**src/rtl/dcfr_pkg.sv**
```systemverilog
// Constants and types shared by the dither current feedback readout.
package dcfr_pkg;
  // Serial frame layout.
  localparam int unsigned FRAME_W = 32; // Bits in one serial frame.
  localparam int unsigned RW_BIT = 31; // Read/write bit, low for a read.
  localparam int unsigned ID_HI = 30; // Message identifier, top bit.
  localparam int unsigned ID_LO = 27; // Message identifier, bottom bit.
  localparam int unsigned CH_HI = 26; // Channel field, top bit.
  localparam int unsigned CH_LO = 24; // Channel field, bottom bit.
  localparam int unsigned PT_VALID_BIT = 22; // Peak and trough valid flag.
  localparam int unsigned PK_HI = 21; // Peak field, top bit.
  localparam int unsigned PK_LO = 11; // Peak field, bottom bit.
  localparam int unsigned TR_HI = 10; // Trough field, top bit.
  localparam int unsigned TR_LO = 0; // Trough field, bottom bit.
  localparam int unsigned DS_VALID_BIT = 20; // Summed current valid flag.
  localparam int unsigned DS_HI = 19; // Summed current field, top bit.
  localparam int unsigned DS_LO = 0; // Summed current field, bottom bit.
  // Message identifiers served here.
  localparam logic [3:0] ID_PEAK_TROUGH = 4'h5; // Peak and trough read.
  localparam logic [3:0] ID_DITHER_SUM = 4'h6; // Summed current read.
  // Widths of the measurement path.
  localparam int unsigned CH_W = 3; // Channel number width.
  localparam int unsigned NCH = 8; // Number of channels.
  localparam int unsigned ADC_W = 10; // Converter sample width.
  localparam int unsigned ACC_W = 16; // Per PWM period sum width.
  localparam int unsigned FLD_W = 11; // Reported peak and trough width.
  localparam int unsigned FLD_LSB = ACC_W - FLD_W; // Lowest reported sum bit.
  localparam int unsigned SUM_W = 20; // Summed current width.
  localparam int unsigned PART_W = 13; // Period sum bits added to the total.
  localparam int unsigned PART_LSB = ACC_W - PART_W; // Lowest added sum bit.
  localparam int unsigned STEP_W = 5; // Dither steps per quarter width.
  localparam int unsigned PER_W = 7; // PWM period counter width.
  localparam int unsigned BITCNT_W = 6; // Frame bit counter width.
  // Reset values.
  localparam logic [FLD_W-1:0] PEAK_RST = 11'h000; // Peak before a capture.
  localparam logic [FLD_W-1:0] TROUGH_RST = 11'h7FF; // Trough before a capture.
  localparam logic [CH_W-1:0] SEL_RST = 3'h0; // Selected channel at reset.
  localparam logic [2:0] SYNC_RST = 3'h4; // Pin synchroniser reset, select idle high.
  localparam logic [BITCNT_W-1:0] BITCNT_FULL = 6'h20; // Count of a whole frame.
  localparam logic [PER_W-1:0] PER_ONE = 7'h01; // One PWM period.
  // Serial link states.
  typedef enum logic [1:0] {
    DCFR_IDLE = 2'b01,
    DCFR_FRAME = 2'b10
  } dcfr_link_t;
endpackage

```
**src/rtl/dcfr_readout.sv**
```systemverilog
// Dither current feedback readout with its serial frame slave.
//
// Behaviour
// Host requests peak/trough with read identifier 0101.
// Host requests summed current with identifier 0110.
// One selected channel serves both reads.
// Peak/trough response layout: echo, valid, peak, trough.
// Peak/trough valid clears on read, channel change.
// Peak is top 11 bits of largest sum.
// Trough is top 11 bits of smallest sum.
// Peak reads zero until first capture.
// Trough reads 2047 until first capture.
// Peak/trough ready within two or one cycles.
// Host checks overflow when M is 512.
// Summed response layout: echo, valid, 20-bit sum.
// Summed valid clears on read, channel change.
// Twenty-bit current sum over one dither period.
// Summed result ready within two or one cycles.
// Sum scales by 2^15 times steps, else 2^13.
// Host scales M=512 sums, checks overflow.
// Dither cycle is four quarters of steps.
// Top bit and unused bits drive zero.
`timescale 1ns/1ps
module dcfr_readout (
  input wire logic mclk,
  input wire logic reset_n,
  input wire logic ce,
  input wire logic spi_sclk,
  input wire logic spi_cs_n,
  input wire logic spi_mosi,
  output logic spi_miso,
  output logic spi_miso_oe,
  input wire logic adc_valid,
  input wire logic [dcfr_pkg::CH_W-1:0] adc_channel,
  input wire logic [dcfr_pkg::ADC_W-1:0] adc_data,
  input wire logic [dcfr_pkg::NCH-1:0] pwm_period_end,
  input wire logic [dcfr_pkg::STEP_W-1:0] dither_steps,
  output logic [dcfr_pkg::CH_W-1:0] channel_select
);

  // Raw pins and their two-stage synchronisers: select, clock, data.
  logic [2:0] pin_raw;
  logic [2:0] sync1_r;
  logic [2:0] sync2_r;
  assign pin_raw = {spi_cs_n, spi_sclk, spi_mosi};

  // Each pin passes two flip-flops before any logic looks at it.
  for (genvar i = 0; i < 3; i++) begin : g_sync
    always_ff @(posedge mclk or negedge reset_n) begin
      if (!reset_n) begin
        sync1_r[i] <= dcfr_pkg::SYNC_RST[i];
        sync2_r[i] <= dcfr_pkg::SYNC_RST[i];
      end else if (ce) begin
        sync1_r[i] <= pin_raw[i];
        sync2_r[i] <= sync1_r[i];
      end
    end
  end

  // Synchronised pin levels and their edges.
  wire cs_n_s = sync2_r[2];
  wire sclk_s = sync2_r[1];
  wire mosi_s = sync2_r[0];
  logic sclk_d_r; // Clock level one cycle earlier.
  logic cs_d_r; // Select level one cycle earlier.
  wire sclk_rise = sclk_s & ~sclk_d_r;
  wire sclk_fall = ~sclk_s & sclk_d_r;
  wire cs_fall = ~cs_n_s & cs_d_r;
  wire cs_rise = cs_n_s & ~cs_d_r;

  // Edge detector history, read only after the second stage.
  always_ff @(posedge mclk or negedge reset_n) begin
    if (!reset_n) begin
      sclk_d_r <= 1'b0;
      cs_d_r <= 1'b1;
    end else if (ce) begin
      sclk_d_r <= sclk_s;
      cs_d_r <= cs_n_s;
    end
  end

  // Link state, shift registers and response holding register.
  dcfr_pkg::dcfr_link_t state_r;
  logic [dcfr_pkg::FRAME_W-1:0] rx_r; // Bits received in this frame.
  logic [dcfr_pkg::FRAME_W-1:0] tx_r; // Bits still to send in this frame.
  logic [dcfr_pkg::FRAME_W-1:0] resp_r; // Answer sent in the next frame.
  logic [dcfr_pkg::BITCNT_W-1:0] bitcnt_r; // Clock rises seen in this frame.
  logic miso_r;
  logic miso_oe_r;
  assign spi_miso = miso_r;
  assign spi_miso_oe = miso_oe_r;

  // A frame counts only if exactly 32 bits arrived before select rose.
  wire in_frame = (state_r == dcfr_pkg::DCFR_FRAME);
  wire frame_end = in_frame & cs_rise & (bitcnt_r == dcfr_pkg::BITCNT_FULL);

  // Decode of the finished frame.
  wire is_read = ~rx_r[dcfr_pkg::RW_BIT];
  wire [3:0] rx_id = rx_r[dcfr_pkg::ID_HI:dcfr_pkg::ID_LO];
  wire [dcfr_pkg::CH_W-1:0] rx_ch = rx_r[dcfr_pkg::CH_HI:dcfr_pkg::CH_LO];
  wire hit_pt = frame_end & is_read & (rx_id == dcfr_pkg::ID_PEAK_TROUGH);
  wire hit_ds = frame_end & is_read & (rx_id == dcfr_pkg::ID_DITHER_SUM);
  logic [dcfr_pkg::CH_W-1:0] sel_r; // Selected channel for both reads.
  wire hit_any = hit_pt | hit_ds;
  wire channel_select_change = hit_any & (rx_ch != sel_r);
  assign channel_select = sel_r;

  // Serial shifting: capture data on rising clock, launch on falling clock.
  always_ff @(posedge mclk or negedge reset_n) begin
    if (!reset_n) begin
      state_r <= dcfr_pkg::DCFR_IDLE;
      rx_r <= '0;
      tx_r <= '0;
      bitcnt_r <= '0;
      miso_r <= 1'b0;
      miso_oe_r <= 1'b0;
    end else if (ce) begin
      case (state_r)
        dcfr_pkg::DCFR_IDLE: begin
          // Select falls: load the prepared answer and drive its top bit.
          if (cs_fall) begin
            state_r <= dcfr_pkg::DCFR_FRAME;
            tx_r <= resp_r;
            bitcnt_r <= '0;
            miso_r <= resp_r[dcfr_pkg::FRAME_W-1];
            miso_oe_r <= 1'b1;
          end
        end
        dcfr_pkg::DCFR_FRAME: begin
          if (cs_rise) begin
            // Frame over: release the data line.
            state_r <= dcfr_pkg::DCFR_IDLE;
            miso_r <= 1'b0;
            miso_oe_r <= 1'b0;
          end else if (sclk_rise) begin
            // Take one bit, most significant first.
            rx_r <= {rx_r[dcfr_pkg::FRAME_W-2:0], mosi_s};
            if (bitcnt_r != '1) begin
              bitcnt_r <= bitcnt_r + 1'b1;
            end
          end else if (sclk_fall) begin
            // Launch the next answer bit.
            tx_r <= {tx_r[dcfr_pkg::FRAME_W-2:0], 1'b0};
            miso_r <= tx_r[dcfr_pkg::FRAME_W-2];
          end
        end
        default: begin
          state_r <= dcfr_pkg::DCFR_IDLE;
          miso_oe_r <= 1'b0;
        end
      endcase
    end
  end

  // Results and their valid flags.
  logic [dcfr_pkg::FLD_W-1:0] peak_r;
  logic [dcfr_pkg::FLD_W-1:0] trough_r;
  logic [dcfr_pkg::SUM_W-1:0] dsum_r;
  logic pt_valid_r;
  logic ds_valid_r;

  // Answer words; a changed channel reports its flag as clear.
  logic [dcfr_pkg::FRAME_W-1:0] pt_word;
  logic [dcfr_pkg::FRAME_W-1:0] ds_word;
  always_comb begin
    pt_word = '0;
    pt_word[dcfr_pkg::ID_HI:dcfr_pkg::ID_LO] = dcfr_pkg::ID_PEAK_TROUGH;
    pt_word[dcfr_pkg::CH_HI:dcfr_pkg::CH_LO] = rx_ch;
    pt_word[dcfr_pkg::PT_VALID_BIT] = pt_valid_r & ~channel_select_change;
    pt_word[dcfr_pkg::PK_HI:dcfr_pkg::PK_LO] = peak_r;
    pt_word[dcfr_pkg::TR_HI:dcfr_pkg::TR_LO] = trough_r;
    ds_word = '0;
    ds_word[dcfr_pkg::ID_HI:dcfr_pkg::ID_LO] = dcfr_pkg::ID_DITHER_SUM;
    ds_word[dcfr_pkg::CH_HI:dcfr_pkg::CH_LO] = rx_ch;
    ds_word[dcfr_pkg::DS_VALID_BIT] = ds_valid_r & ~channel_select_change;
    ds_word[dcfr_pkg::DS_HI:dcfr_pkg::DS_LO] = dsum_r;
  end

  // Prepare the answer and update the selection when a frame ends.
  always_ff @(posedge mclk or negedge reset_n) begin
    if (!reset_n) begin
      resp_r <= '0;
      sel_r <= dcfr_pkg::SEL_RST;
    end else if (ce && frame_end) begin
      // Other messages belong elsewhere; this block answers them with zero.
      resp_r <= hit_pt ? pt_word : (hit_ds ? ds_word : '0);
      if (hit_any) begin
        sel_r <= rx_ch;
      end
    end
  end

  // Per PWM period accumulation for the selected channel.
  wire smp_hit = adc_valid & (adc_channel == sel_r);
  wire [dcfr_pkg::ACC_W-1:0] smp_ext = {{(dcfr_pkg::ACC_W - dcfr_pkg::ADC_W){1'b0}}, adc_data};
  wire [dcfr_pkg::ACC_W-1:0] smp_add = smp_hit ? smp_ext : '0;
  wire period_end = pwm_period_end[sel_r];
  logic [dcfr_pkg::ACC_W-1:0] acc_r; // Running sum of this PWM period.
  wire [dcfr_pkg::ACC_W-1:0] psum = acc_r + smp_add;

  // Dither cycle length: four quarters of the programmed steps, else one period.
  logic [dcfr_pkg::PER_W-1:0] per_cnt_r; // Periods already folded this cycle.
  logic armed_r; // A whole period boundary has been seen since restart.
  logic first_r; // Next folded period opens a dither cycle.
  wire [dcfr_pkg::PER_W-1:0] cyc_len = {dither_steps, 2'b00};
  wire cyc_last = (cyc_len == '0) | (per_cnt_r >= (cyc_len - dcfr_pkg::PER_ONE));

  // Running extremes and total of the open dither cycle.
  logic [dcfr_pkg::ACC_W-1:0] run_max_r;
  logic [dcfr_pkg::ACC_W-1:0] run_min_r;
  logic [dcfr_pkg::SUM_W-1:0] run_sum_r;
  wire [dcfr_pkg::ACC_W-1:0] new_max = (first_r || psum > run_max_r) ? psum : run_max_r;
  wire [dcfr_pkg::ACC_W-1:0] new_min = (first_r || psum < run_min_r) ? psum : run_min_r;
  wire [dcfr_pkg::SUM_W-1:0] part_ext = {{(dcfr_pkg::SUM_W - dcfr_pkg::PART_W){1'b0}},
                                         psum[dcfr_pkg::ACC_W-1:dcfr_pkg::PART_LSB]};
  wire [dcfr_pkg::SUM_W-1:0] new_sum = (first_r ? '0 : run_sum_r) + part_ext;
  wire fold = period_end & armed_r & ~channel_select_change;
  wire capture = fold & cyc_last;

  // Sample accumulation and cycle bookkeeping; a channel change restarts all.
  always_ff @(posedge mclk or negedge reset_n) begin
    if (!reset_n) begin
      acc_r <= '0;
      per_cnt_r <= '0;
      armed_r <= 1'b0;
      first_r <= 1'b1;
      run_max_r <= '0;
      run_min_r <= '0;
      run_sum_r <= '0;
    end else if (ce) begin
      if (channel_select_change) begin
        // Partial data of the old channel is dropped.
        acc_r <= '0;
        per_cnt_r <= '0;
        armed_r <= 1'b0;
        first_r <= 1'b1;
      end else if (period_end) begin
        acc_r <= '0;
        armed_r <= 1'b1;
        if (armed_r) begin
          run_max_r <= new_max;
          run_min_r <= new_min;
          run_sum_r <= new_sum;
          first_r <= cyc_last;
          per_cnt_r <= cyc_last ? '0 : per_cnt_r + dcfr_pkg::PER_ONE;
        end
      end else begin
        acc_r <= psum;
      end
    end
  end

  // Captured results hold from one completed dither cycle to the next.
  always_ff @(posedge mclk or negedge reset_n) begin
    if (!reset_n) begin
      peak_r <= dcfr_pkg::PEAK_RST;
      trough_r <= dcfr_pkg::TROUGH_RST;
      dsum_r <= '0;
    end else if (ce && capture) begin
      peak_r <= new_max[dcfr_pkg::ACC_W-1:dcfr_pkg::FLD_LSB];
      trough_r <= new_min[dcfr_pkg::ACC_W-1:dcfr_pkg::FLD_LSB];
      dsum_r <= new_sum;
    end
  end

  // Valid flags: a capture wins over a read clear in the same cycle.
  always_ff @(posedge mclk or negedge reset_n) begin
    if (!reset_n) begin
      pt_valid_r <= 1'b0;
      ds_valid_r <= 1'b0;
    end else if (ce) begin
      if (capture) begin
        pt_valid_r <= 1'b1;
      end else if (hit_pt || channel_select_change) begin
        pt_valid_r <= 1'b0;
      end
      if (capture) begin
        ds_valid_r <= 1'b1;
      end else if (hit_ds || channel_select_change) begin
        ds_valid_r <= 1'b0;
      end
    end
  end

endmodule

```
**config.mk**
```make
export PLATFORM = sky130hd
export DESIGN_NAME = dcfr_readout
export DESIGN_NICKNAME = d
export VERILOG_FILES = /design/src/rtl/dcfr_pkg.sv /design/src/rtl/dcfr_readout.sv
export SDC_FILE = /design/constraint.sdc
export NUM_CORES = 1
export LEC_CHECK = 0
export BUFFER_PORTS_ARGS = -buffer_cell sky130_fd_sc_hd__buf_2
export CAP_MARGIN = 5
export CORE_MARGIN = 8
export CORE_UTILIZATION = 35
export DETAILED_ROUTE_END_ITERATION = 12
export SLEW_MARGIN = 20
export SYNTH_ARGS = -nofsm -noshare
export SYNTH_HDL_FRONTEND = slang
export SYNTH_SLANG_ARGS = --single-unit
export TNS_END_PERCENT = 100
```
**constraint.sdc**
```tcl
create_clock -name mclk -period 7.3 [get_ports mclk]
set_input_delay 0.365 -clock mclk [delete_from_list [all_inputs] [get_ports mclk]]
set_output_delay 0.365 -clock mclk [all_outputs]
set_load 0.02 [all_outputs]
```
==> flow_summary_export.csv <==
group,metric,value,unit
synthesis,synth.lib_cells_used.distinct,79,
worst_setup_path,cp.arrival,6.90,ns
timing,final_critical_path_setup_slack,0.821,ns
timing,max_clock_freq,0.154,GHz
clock_tree,h-tree-depth,1,
cells_and_area,final_cell_area,0.0139,mm2
grt,grt_max_degree,118,
route,drc,0,
synthesis,ys_seq_elements,233,
timing,clock_skew,0.0129,ns
clock_tree,clock_insertion_delay_worst_skew,0.55,ns
timing,timing.final.setup_violations,0,
synthesis,synthFlopType,"dfrtp_1",
route,drt_via_density,5.13,
timing,final_max_slew_viol_count,0,
timing,timing.max_slew.rel_slack,34.8,%
worst_setup_path,timing.critical_path.buf_inv,1,
synthesis,synthesis.area_per_instance,10.5,um2
cells_and_area,layout_common_cells,"217 x dfrtp_1, 130 x nand2_1, 91 x inv_1, 75 x o21ai_0, 74 x mux2i_1",
cells_and_area,synthToLayoutAreaGrowth,13.2,%
worst_setup_path,cp-start-kind,"register",
worst_setup_path,crit_path_start,"channel_select[0]$_DFFE_PN0P_",
power_and_ir_drop,power_per_cell_area,260,mW/mm2
synthesis,post_synth_instance_area,0.0123,mm2
synthesis,cell_accounting_for_the_most_synthesized_area,"dfrtp_1",
synthesis,synth_area_leaders,"dfrtp_1 44%, mux2i_1 6.0%, ha_1 5.8%",
worst_setup_path,crit_chain,"xnor2_1 -> nand2_1 -> nor3_2 -> and2_1 -> ha_1 -> nand3_1 -> o211ai_2 -> a32oi_2 -> a21boi_0 -> nand3_1 -> xnor2_1 -> ha_1 -> a21o_1 -> a21oi_1 -> nor2b_1 -> a2111oi_0 -> and3_1 -> a21oi_1 -> nand3_1 -> buf_4 -> nor2_4 -> mux2_2",
placement,dpl-instance-area,0.0130,mm2
cells_and_area,fin_cells,1673,
timing,hold_viol,0,
min_path,timing.hold.worst.start,"spi_mosi",
grt,grt_pass1_wl,47700,um
placement,io_buffer_count,37,
power_and_ir_drop,power_leakage,6.69,nW
power_and_ir_drop,report.power.total,0.00361,W
job,drv_cap,0,
floorplanning,die_h,203,um
route,number_of_drc_violations_after_detailed_routing_iteration_0,557,
clock_tree,cts_sinks,233,
floorplanning,i_o_pin_cnt,38,
route,postRouteWirelength,28500,um
clock_tree,cts_root_buffer,"clkbuf_16",
timing,setup_repair_after_global_routing_missed_its_margin,"no",
worst_setup_path,critical-path-slowest-cell,"nor3_2",
synthesis,sequential_element_share_of_the_synthesized_area,47.7,%
grt,grt_overflow,0,
synthesis,synth.net_count,1258,
min_path,worst_hold_path.endpoint,"sync1_r[0]$_DFFE_PN0P_",
clock_tree,cts-buffers-inserted,27,
cells_and_area,nNetsFinal,1289,
worst_setup_path,critical_path.reg2reg.startpoint,"channel_select[0]$_DFFE_PN0P_",
cells_and_area,layout-drive-gt1-share,16.6,%
status,status,"completed",
worst_setup_path,crit_path_end_kind,"register",
route,wl_per_cell,17.0,um
min_path,timing.hold.worst.class,"in -> reg",
worst_setup_path,critical_path_peak_fanout,16,
timing,slew_at_the_pin_closest_to_its_max_slew_limit,0.973,ns
worst_setup_path,ff2ff_setup_slack,0.82,ns
worst_setup_path,cpLargestDelayFamily,"compound AO/OA/AOI/OAI gates",
clock_tree,cts.reportedPaths.clkPinSlew,0.06,ns
cells_and_area,layout.filler_cells,3425,
route,drt_pre_antenna_iters,5,
synthesis,synth_cells,1166,
power_and_ir_drop,vdd_ir_drop_max,200,uV
synthesis,synth.top_cell.area_share,44.3,%
min_path,hold_path_depth,2,
worst_setup_path,r2r_end,"run_max_r[11]$_DFFE_PN0P_",
grt,initial_antenna_violation_count,1,
worst_setup_path,critical_path_required,7.72,ns
placement,place.detailed.instances,1621,
grt,track_usage,13.9,%
timing,fin_tns_setup,0,ns
route,vias,8577,
grt,grt_pass1_vias,8901,
placement,place_hpwl,19700,um
synthesis,synth_async_sr_flop_share,100,%
cells_and_area,antenna_cells,0,
clock_tree,clock_tree_from_tritoncts,"built",
placement,place_worst_setup_slack,0.860,ns
floorplanning,core.rowCount,68,
worst_setup_path,path_common_cell,"nand3_1",
floorplanning,die-area,0.0413,mm2
timing,final_cycle_share,88.8,%
floorplanning,dieWidth,203,um
synthesis,synth-warning-count,0,
timing,min_period,6.48,ns
clock_tree,cts.repair.resized,0,
worst_setup_path,reg2regPathDepth,22,
synthesis,synth_enable_flop_cells,0,
clock_tree,cts_setup_buffers,0,
cells_and_area,mostFrequentLayoutCell,"dfrtp_1",
clock_tree,clk_path_buf_depth,3,
route,detail-route-antenna-nets,0,
floorplanning,initial_utilization,35.5,%
worst_setup_path,cpPeakStageDelay,0.73,ns
placement,final_wtd_congestion,0.830,
floorplanning,core_region_area,0.0345,mm2
worst_setup_path,critical_path_class,"reg -> reg",
[flip-flops by register name, indices dropped and copies added (netlist names), 2 cells and up]
signal	cells
trough_r	11
acc_r	16
resp_r	29
rx_r	32
channel_select	3
tx_r	31
run_min_r	16
dsum_r	20
bitcnt_r	6
peak_r	11
state_r	2
sync1_r	3
per_cnt_r	7
run_max_r	16
run_sum_r	20
[where the power goes]
group          internal (W)  switching [W]  leakage, nW  total (W)
logic              0.000286       0.000427         3.15   0.000713
registers           0.00147       0.000110         3.12    0.00158
clock network      0.000782       0.000537        0.430    0.00132
total               0.00254        0.00107         6.69    0.00361
[cells by family (layout without fill, tap and decap cells)]
kind of cell | after synthesis | count (layout) | share of synthesized area, %
AOI/OAI and AO/OA | 252 | 252 | 14.4
xor gates and xnor gates | 53 | 53 | 3.79
adders and majority gates | 60 | 60 | 6.24
buffers and inverters | 143 | 195 | 4.63
DFF | 233 | 233 | 47.7
muxes | 138 | 138 | 12.1
and+or+nand+nor | 287 | 287 | 11.2
[repair_timing]
item                                   in CTS  in global routing
endpoints found under the hold margin     113                  0
hold buffers                                1                  0
setup endpoints to repair                   0                  0
[cell usage after synthesis (11+ instances only)]
library cell  instances
mux2i_1              74
a222oi_1             20
xor2_1               16
a21o_1               25
clkbuf_1             43
and2_1               13
o21ai_0              75
nor2_1               46
o22ai_1              15
a21oi_1              34
nor2b_1              27
nand3_1              21
xnor2_1              37
nor3_1               11
ha_1                 57
nand2_1             131
dfrtp_1             217
mux2_2               59
dfstp_2              16
inv_1                91
[per-layer routing]
layer  part of all wire [%]  global-route usage, %  vias to the layer above  wire length, um
met5                      0                      0                        -                0
met4                    2.2                   3.29                        0              638
met3                    4.0                   2.16                       39             1140
met2                     46                   23.0                      136            13100
met1                     48                   19.1                     4213            13600
li1                       -                      -                     4189                -
[worst max path at each step]
stage	endpoint	slack, ns	cells past startpoint
2_1_floorplan	run_max_r[8]$_DFFE_PN0P_	1.78	24
3_3_place_gp	run_max_r[0]$_DFFE_PN0P_	1.12	22
3_5_place_dp	run_max_r[12]$_DFFE_PN0P_	0.86	22
4_1_cts	run_max_r[12]$_DFFE_PN0P_	0.82	22
5_1_grt	run_max_r[11]$_DFFE_PN0P_	0.18	22
6_report	run_max_r[11]$_DFFE_PN0P_	0.82	22
[metrics by stage]
step / util [%] / hold WS, ns
final: 40.2 / 0.0528
after global placement: 37.5 / 0.449
after CTS: 40.1 / 0.0307
after detailed placement: 37.5 / 0.456
after global routing: 40.2 / 0.0443
after floorplan: - / 0.0694
[area by class of cell]
class                   count  area (um2)  area share [%]
clock buffers              42         792            5.71
clock inverters             8        82.6           0.595
inverters                  91         342            2.46
multi-input cells         790        5880            42.4
flip-flops and latches    233        5850            42.2
well taps                 455         569            4.10
repair buffers             54         358            2.58
(Power assumes the default switching activity.)
